**src/hw/mcls_pkg.sv**
```systemverilog
// Purpose: shared constants for the modem control and line status block
// Assumes: register index = Avalon word address, 8-bit data in the low lane
// Notes: every offset and bit position lives here, and the register reset values except those of the pin and ring flops
package mcls_pkg;
  // register indices (word addresses on the bus)
  localparam logic [3:0] IDX_MODEM_CTRL = 4'h4;
  localparam logic [3:0] IDX_LINE_FLAGS = 4'h5;
  localparam logic [3:0] IDX_IRQ_STATUS = 4'h8;
  localparam logic [3:0] IDX_IRQ_MASK = 4'h9;
  localparam int ADDR_W = 4;
  localparam int DATA_W = 32;
  localparam int REG_W = 8;

  // modem_output_control fields
  localparam int MC_DTR = 0;
  localparam int MC_RTS = 1;
  localparam int MC_AUX1 = 2;
  localparam int MC_OUT2 = 3;
  localparam int MC_LOOP = 4;
  localparam int MC_W = 5;
  localparam logic [4:0] MC_RESET = 5'h00;

  // line_condition_flags fields
  localparam int LF_DATA_READY = 0;
  localparam int LF_ERR_LO = 1;
  localparam int LF_THR_EMPTY = 5;
  localparam int LF_TX_EMPTY = 6;
  localparam int LF_FIFO_ERR = 7;
  localparam logic [3:0] LF_ERR_RESET = 4'h0;
  localparam logic TX_EMPTY_RESET = 1'b1;
  localparam logic FIFO_ERR_RESET = 1'b0;

  // interrupt status / mask fields
  localparam int IRQ_LINE = 0;
  localparam int IRQ_TX_EMPTY = 1;
  localparam int IRQ_RING = 2;
  localparam int IRQ_W = 3;
  localparam logic [2:0] IRQ_RESET = 3'h0;
endpackage

```
**src/hw/regbus_if.sv**
```systemverilog
// Purpose: internal register strobe bundle between bus slave and registers
// Assumes: one clock, strobes are single-cycle
// Notes: rd and wr pulse in the cycle the bus answer is given
`timescale 1ns/1ps
interface regbus_if;
  logic rd;
  logic wr;
  logic [3:0] idx;
  logic [7:0] wdata;
  logic [7:0] rdata;
  modport bus (output rd, output wr, output idx, output wdata,
               input rdata);
  modport regs (input rd, input wr, input idx, input wdata,
                output rdata);
endinterface

```
**src/hw/avmm_slave.sv**
```systemverilog
// Purpose: Avalon-MM slave front end with one wait state
// Assumes: master holds request until waitrequest is seen low
// Notes: read data are captured in the wait cycle, valid at release
`timescale 1ns/1ps
module avmm_slave (
  input wire logic clk,
  input wire logic rst_n,
  input wire logic [3:0] address,
  input wire logic read,
  input wire logic write,
  input wire logic [31:0] writedata,
  input wire logic [3:0] byteenable,
  output logic [31:0] readdata,
  output logic waitrequest,
  regbus_if.bus rb
);
  logic ack_q;
  logic ack_d;
  logic [31:0] readdata_q;
  wire req = read | write;

  // one wait cycle gives time to register read data
  assign ack_d = req & ~ack_q;
  assign waitrequest = req & ~ack_q;
  assign readdata = readdata_q;
  assign rb.idx = address;
  assign rb.wdata = writedata[7:0];
  // only the low lane carries register data
  assign rb.wr = write & ack_q & byteenable[0];
  assign rb.rd = read & ack_q;

  always_ff @(posedge clk or negedge rst_n) begin
    if (!rst_n) begin
      ack_q <= 1'b0;
      readdata_q <= 32'h0000_0000;
    end else begin
      ack_q <= ack_d;
      if (read & ~ack_q) begin
        readdata_q <= {24'h00_0000, rb.rdata};
      end
    end
  end
endmodule

```
**src/hw/rx_err_tally.sv**
```systemverilog
// Purpose: count error-tagged characters resident in the receive FIFO
// Assumes: push/pop come from FIFO logic on the same clock
// Notes: flush empties the tally with the FIFO
`timescale 1ns/1ps
module rx_err_tally #(
  parameter int DEPTH = 16
) (
  input wire logic clk,
  input wire logic rst_n,
  input wire logic push_err,
  input wire logic pop_err,
  input wire logic flush,
  output logic any_err
);
  localparam int CW = $clog2(DEPTH + 1);
  logic [CW-1:0] cnt_q;
  logic [CW-1:0] cnt_d;
  logic any_q;

  // simultaneous push and pop of tagged chars leave the count alone
  assign cnt_d = flush ? '0 :
                 (push_err & ~pop_err) ? cnt_q + CW'(1) :
                 (pop_err & ~push_err & (cnt_q != '0)) ? cnt_q - CW'(1) :
                 cnt_q;
  assign any_err = any_q;

  always_ff @(posedge clk or negedge rst_n) begin
    if (!rst_n) begin
      cnt_q <= '0;
      any_q <= mcls_pkg::FIFO_ERR_RESET;
    end else begin
      cnt_q <= cnt_d;
      any_q <= (cnt_d != '0);
    end
  end
endmodule

```
**src/hw/uart_modem_ctrl_line_status.sv**
```systemverilog
// Purpose: modem output control bits and upper line status flags
// Assumes: receiver/transmitter/FIFO logic on clk, ri_n is a pin
// Notes: registers at word addresses, 8-bit data, one wait state
//
// Design decision made here: the Avalon-MM register port.
`timescale 1ns/1ps
module uart_modem_ctrl_line_status #(
  parameter int FIFO_DEPTH = 16
) (
  input wire logic clk,
  input wire logic rst_n,
  input wire logic [3:0] address,
  input wire logic read,
  input wire logic write,
  input wire logic [31:0] writedata,
  input wire logic [3:0] byteenable,
  output logic [31:0] readdata,
  output logic waitrequest,
  output logic irq,
  input wire logic fifo_mode,
  input wire logic data_ready,
  input wire logic thr_empty,
  input wire logic tsr_empty,
  input wire logic [3:0] rx_err_set,
  input wire logic rx_push_err,
  input wire logic rx_pop_err,
  input wire logic rx_flush,
  input wire logic ri_n,
  output logic rts_n,
  output logic dtr_n,
  output logic out2_n,
  output logic loopback_en,
  output logic ring_status
);
  regbus_if rb ();

  // register state
  logic [4:0] mc_q;
  logic [4:0] mc_d;
  logic [3:0] lf_err_q;
  logic [3:0] lf_err_d;
  logic [3:0] lf_err_seen_q;
  logic tx_empty_q;
  logic tx_empty_d;
  logic [2:0] irq_stat_q;
  logic [2:0] irq_stat_d;
  logic [2:0] irq_mask_q;
  logic [2:0] irq_mask_d;
  logic [2:0] irq_event;
  logic rts_n_q;
  logic dtr_n_q;
  logic out2_n_q;
  logic ring_q;
  logic ring_d;
  logic ri_s1_q;
  logic ri_s2_q;
  logic fifo_any_err;
  logic fifo_err_view;
  logic [7:0] flags_view;
  logic [7:0] rdata_mux;

  avmm_slave u_slave (
    .clk(clk),
    .rst_n(rst_n),
    .address(address),
    .read(read),
    .write(write),
    .writedata(writedata),
    .byteenable(byteenable),
    .readdata(readdata),
    .waitrequest(waitrequest),
    .rb(rb.bus)
  );

  rx_err_tally #(
    .DEPTH(FIFO_DEPTH)
  ) u_tally (
    .clk(clk),
    .rst_n(rst_n),
    .push_err(rx_push_err),
    .pop_err(rx_pop_err),
    .flush(rx_flush),
    .any_err(fifo_any_err)
  );

  // address decode
  wire hit_mc = (rb.idx == mcls_pkg::IDX_MODEM_CTRL);
  wire hit_lf = (rb.idx == mcls_pkg::IDX_LINE_FLAGS);
  wire hit_is = (rb.idx == mcls_pkg::IDX_IRQ_STATUS);
  wire hit_im = (rb.idx == mcls_pkg::IDX_IRQ_MASK);
  wire wr_mc = rb.wr & hit_mc;
  wire wr_is = rb.wr & hit_is;
  wire wr_im = rb.wr & hit_im;
  wire rd_lf = rb.rd & hit_lf;
  // writes at the line flags index fall through: no register there
  wire wr_lf_ignored = rb.wr & hit_lf;

  // named control bits
  wire loop_bit = mc_q[mcls_pkg::MC_LOOP];
  wire aux1_bit = mc_q[mcls_pkg::MC_AUX1];
  wire rts_bit = mc_q[mcls_pkg::MC_RTS];
  wire dtr_bit = mc_q[mcls_pkg::MC_DTR];
  wire out2_bit = mc_q[mcls_pkg::MC_OUT2];
  wire ri_pin_act = ~ri_s2_q;

  // modem control register: stores all five control bits
  assign mc_d = wr_mc ? rb.wdata[4:0] : mc_q;

  // ring status follows aux1 only in loopback; aux1 never reaches a pin
  assign ring_d = loop_bit ? aux1_bit : ri_pin_act;

  // transmitter empty needs both holding and shift stages empty
  assign tx_empty_d = thr_empty & tsr_empty;

  // error flags: set wins; a read clears only what it has shown, since
  // read data are captured a cycle before the answer edge and an error
  // arriving in that wait cycle would otherwise vanish unseen
  assign lf_err_d = rx_err_set |
                    (lf_err_q & ~(rd_lf ? lf_err_seen_q : 4'h0));

  // global FIFO error is meaningful only in FIFO mode
  assign fifo_err_view = fifo_mode & fifo_any_err;

  assign flags_view = {fifo_err_view, tx_empty_q, thr_empty,
                       lf_err_q, data_ready};

  // interrupt events: any receive error, tx drained, ring edge
  assign irq_event[mcls_pkg::IRQ_LINE] = |rx_err_set;
  assign irq_event[mcls_pkg::IRQ_TX_EMPTY] = tx_empty_d & ~tx_empty_q;
  assign irq_event[mcls_pkg::IRQ_RING] = ring_d ^ ring_q;

  // write-one-to-clear, a new event in the same cycle survives
  assign irq_stat_d = irq_event |
                      (irq_stat_q & ~(wr_is ? rb.wdata[2:0] : 3'h0));
  assign irq_mask_d = wr_im ? rb.wdata[2:0] : irq_mask_q;
  assign irq = |(irq_stat_q & irq_mask_q);

  // read mux; unmapped indices read zero
  assign rdata_mux = hit_mc ? {3'h0, mc_q} :
                     hit_lf ? flags_view :
                     hit_is ? {5'h00, irq_stat_q} :
                     hit_im ? {5'h00, irq_mask_q} : 8'h00;
  assign rb.rdata = rdata_mux;

  // pin outputs come from flops; loopback parks them inactive high
  assign rts_n = rts_n_q;
  assign dtr_n = dtr_n_q;
  assign out2_n = out2_n_q;
  assign loopback_en = loop_bit;
  assign ring_status = ring_q;

  // ring input pin synchroniser
  always_ff @(posedge clk or negedge rst_n) begin
    if (!rst_n) begin
      ri_s1_q <= 1'b1;
      ri_s2_q <= 1'b1;
    end else begin
      ri_s1_q <= ri_n;
      ri_s2_q <= ri_s1_q;
    end
  end

  // control and status registers
  always_ff @(posedge clk or negedge rst_n) begin
    if (!rst_n) begin
      mc_q <= mcls_pkg::MC_RESET;
      lf_err_q <= mcls_pkg::LF_ERR_RESET;
      lf_err_seen_q <= mcls_pkg::LF_ERR_RESET;
      tx_empty_q <= mcls_pkg::TX_EMPTY_RESET;
      irq_stat_q <= mcls_pkg::IRQ_RESET;
      irq_mask_q <= mcls_pkg::IRQ_RESET;
      ring_q <= 1'b0;
    end else begin
      mc_q <= mc_d;
      lf_err_q <= lf_err_d;
      lf_err_seen_q <= lf_err_q; // what a read answer carries
      tx_empty_q <= tx_empty_d;
      irq_stat_q <= irq_stat_d;
      irq_mask_q <= irq_mask_d;
      ring_q <= ring_d;
    end
  end

  // modem pins: active low, forced high during loopback
  always_ff @(posedge clk or negedge rst_n) begin
    if (!rst_n) begin
      rts_n_q <= 1'b1;
      dtr_n_q <= 1'b1;
      out2_n_q <= 1'b1;
    end else begin
      rts_n_q <= ~(rts_bit & ~loop_bit);
      dtr_n_q <= ~(dtr_bit & ~loop_bit);
      out2_n_q <= ~(out2_bit & ~loop_bit);
    end
  end
endmodule

```
**config.mk**
```make
export PLATFORM = sky130hd
export DESIGN_NAME = uart_modem_ctrl_line_status
export DESIGN_NICKNAME = d
export VERILOG_FILES = /design/src/hw/mcls_pkg.sv /design/src/hw/regbus_if.sv /design/src/hw/avmm_slave.sv /design/src/hw/rx_err_tally.sv /design/src/hw/uart_modem_ctrl_line_status.sv
export SDC_FILE = /design/constraint.sdc
export NUM_CORES = 1
export LEC_CHECK = 0
export BUFFER_PORTS_ARGS = -buffer_cell sky130_fd_sc_hd__buf_2
export CAP_MARGIN = 10
export CORE_MARGIN = 2
export CORE_UTILIZATION = 43
export DETAILED_ROUTE_END_ITERATION = 8
export HOLD_SLACK_MARGIN = 0.02
export PLACE_DENSITY = 0.76
export SLEW_MARGIN = 5
export SYNTH_ARGS = -nofsm -noshare
export SYNTH_HDL_FRONTEND = slang
export SYNTH_HIERARCHICAL = 1
export SYNTH_SLANG_ARGS = --single-unit
```
**constraint.sdc**
```tcl
create_clock -name clk -period 1.8 [get_ports clk]
set_input_delay 0 -clock clk [delete_from_list [all_inputs] [get_ports clk]]
set_output_delay 0 -clock clk [all_outputs]
set_load 0.01 [all_outputs]
```
==> results.sh <==
export IMPL_startpoint_type="register"
export IMPL_port_buffers=40
export IMPL_num_antenna_cells=0
export IMPL_syn2layout_area_growth_pct=20.0
export IMPL_grt_max_degree=28
export IMPL_grt_usage_pct=15.6
export IMPL_drv_slew=0
export IMPL_routedWlPerCell_um=13.5
export IMPL_finalSetupViolCount=0
export IMPL_syn_area_per_cell_um2=11.9
export IMPL_place_area_um2=2400
export IMPL_fin_crit_sh_pct=93.6
export IMPL_grt_overflow=0
export IMPL_first_pass_iters=4
export IMPL_crit_end="u_tally/any_err"
export IMPL_period_minus_slack_ns=1.69
export IMPL_worstMarginPinSlew_ns=0.586
export IMPL_clkPwrFrac_pct=32.3
export IMPL_cts_htree_levels=2
export IMPL_placedCellCount=293
export IMPL_io_pins=95
export IMPL_cp_end_kind="register"
export IMPL_drive_gt1_share_pct=37.7
export IMPL_antenna_found_initial=0
export IMPL_fin_nets=304
export IMPL_root_buffer="clkbuf_8"
export IMPL_r2r_slack_ns=0.11
export IMPL_finalInstanceArea_um2=2690
export IMPL_hold_viol_final=0
export IMPL_pwr_share_comb_pct=21.7
export IMPL_start_util_pct=44.2
export IMPL_reg2reg_to="u_tally/any_err"
export IMPL_postCtsSetupBuffers=0
export IMPL_numCtsBuffers=5
export IMPL_ant_nets=0
export IMPL_total_power_mw=2.33
export IMPL_worstPathMaxFanout=4
export IMPL_clock_latency_ns=0.30
export IMPL_netlist_area_um2=2240
export IMPL_hp_class="in -> reg"
export IMPL_p_int_mw=1.73
export IMPL_num_rows=26
export IMPL_vdd_drop_max_mv=0.565
export IMPL_final_setup_tns_ns=0
export IMPL_cts_sinks=41
export IMPL_relSlewSlack_pct=60.9
export IMPL_critPathArrivalTime_ns=1.89
export IMPL_critPathLaunch="u_tally/cnt_q[0]"
export IMPL_place_hpwl_mm=3.11
export IMPL_vias=1521
export IMPL_clkSlewWorstSetupHoldPaths_ns=0.08
export IMPL_die_w_um=76.2
export IMPL_die_h_um=76.2
export IMPL_yosys_warnings=6
export IMPL_reg2reg_from="u_tally/cnt_q[0]"
export IMPL_swShare_pct=25.9
export IMPL_rsz0062_at_grt="false"
export IMPL_final_cells=317
export IMPL_worstRegToRegCells=7
export IMPL_max_freq_mhz=593
export IMPL_cap_violations=0
export IMPL_via_per_inst=4.80
export IMPL_p_seq_share_pct=46.0
export IMPL_grt_pass1_wl_mm=7.13
export IMPL_outcome="finished clean"
export IMPL_leakagePower_nw=1.28
export IMPL_drtIter0Drc=118
export IMPL_crit_required_ns=2.01
export IMPL_critical_path_class="reg -> reg"
export IMPL_cts_tree="built"
export IMPL_totalWireLength_mm=4.28
export IMPL_fin_skew_ns=0.00867
export IMPL_fp_coreArea_um2=5070
export IMPL_drc_errors=0
export IMPL_clk_path_buf_depth=2
export IMPL_power_density_nw_per_um2=864
export IMPL_final_util_pct=53.1
export IMPL_p_sw_mw=0.602
export IMPL_grt_pass1_vias=1592
export IMPL_die_area_um2=5810
export IMPL_gp_congestion=0.808
export IMPL_synth_cells=189
repair_timing:
action,CTS,global route
endpoints found under the setup margin,0,1
gates resized for setup,0,4
hold endpoints to repair,42,0
hold buffers,16,0
critical path, stage by stage (launching register included):
cell and delay, ns:
dfrtp_1 0.34, inv_1 0.06, ha_1 0.22, nor4b_4 0.15
or4_4 0.51, a31oi_4 0.18, a211oi_2 0.06, o211ai_1 0.09
cell type report:
class / instances / area, um2
Fill cell: 462 / 2380
Sequential cell: 41 / 1030
Multi-Input combinational cell: 127 / 1010
Timing Repair Buffer: 64 / 420
Tap cell: 70 / 87.6
Clock buffer: 7 / 86.3
Clock inverter: 1 / 30.0
Inverter: 7 / 26.3
cells in the final DEF (no fill, tap or decap), types with 2 or more instances in the layout:
master,count
a211oi_1,3
a21o_1,5
a21oi_1,3
and2_1,4
and3_1,2
buf_2,40
buf_4,8
clkbuf_8,6
conb_1,24
dfrtp_1,35
dfstp_2,6
dlygate4sd3_1,16
ha_1,2
inv_1,7
mux2_2,6
mux2_4,13
mux2i_1,5
nand2_1,4
nand2b_1,6
nand3_1,4
nand3b_1,2
nand4_1,4
nor2_1,4
nor2b_1,4
nor3_1,3
o211ai_1,2
or3_1,2
xor2_1,2
metal layers:
metal  track usage, %  routed length (um)  vias up
met5                0                   0        -
met4             9.45                 136        0
met3             2.73                 244        9
met2             26.2                2070       53
met1             18.8                1830      736
li1                 -                   -      723
worst min path at each step:
stage | from | endpoint | slack [ns] | depth (start not counted)
after detailed placement | rst_n | mc_q[3] | 0.04 | 1
after CTS | fifo_mode | u_slave/readdata[7] | 0.08 | 3
after global placement | rst_n | mc_q[3] | 0.04 | 1
after global routing | fifo_mode | u_slave/readdata[7] | 0.09 | 3
final | fifo_mode | u_slave/readdata[7] | 0.08 | 3
after floorplan | rst_n | irq_mask_q[0] | -0.30 | 0
per-stage QoR:
step / hold WS, ns / setup slack, ns
global placement: 0.0371 / 0.0951
floorplan: -0.296 / 0.136
global route: 0.0936 / 0.00971
finish: 0.0794 / 0.115
detailed placement: 0.0418 / 0.0605
CTS: 0.0778 / 0.0509
power by group through the flow:
stage          Combinational [mW]  Sequential [mW]  Clock (mW)
2_1_floorplan               0.340             1.09           0
3_3_place_gp                0.456             1.09           0
3_5_place_dp                0.467             1.09           0
4_1_cts                     0.495             1.07       0.772
5_1_grt                     0.553             1.08       0.807
6_report                    0.504             1.07       0.752
registers in the layout (all words and copies together), names as in the netlist, 3 cells and up:
signal and cells:
irq_stat_q 3, irq_mask_q 3, u_slave/readdata 8, lf_err_q 4, lf_err_seen_q 4, mc_q 5
u_tally/cnt_q 5
(Power assumes the default switching activity.)
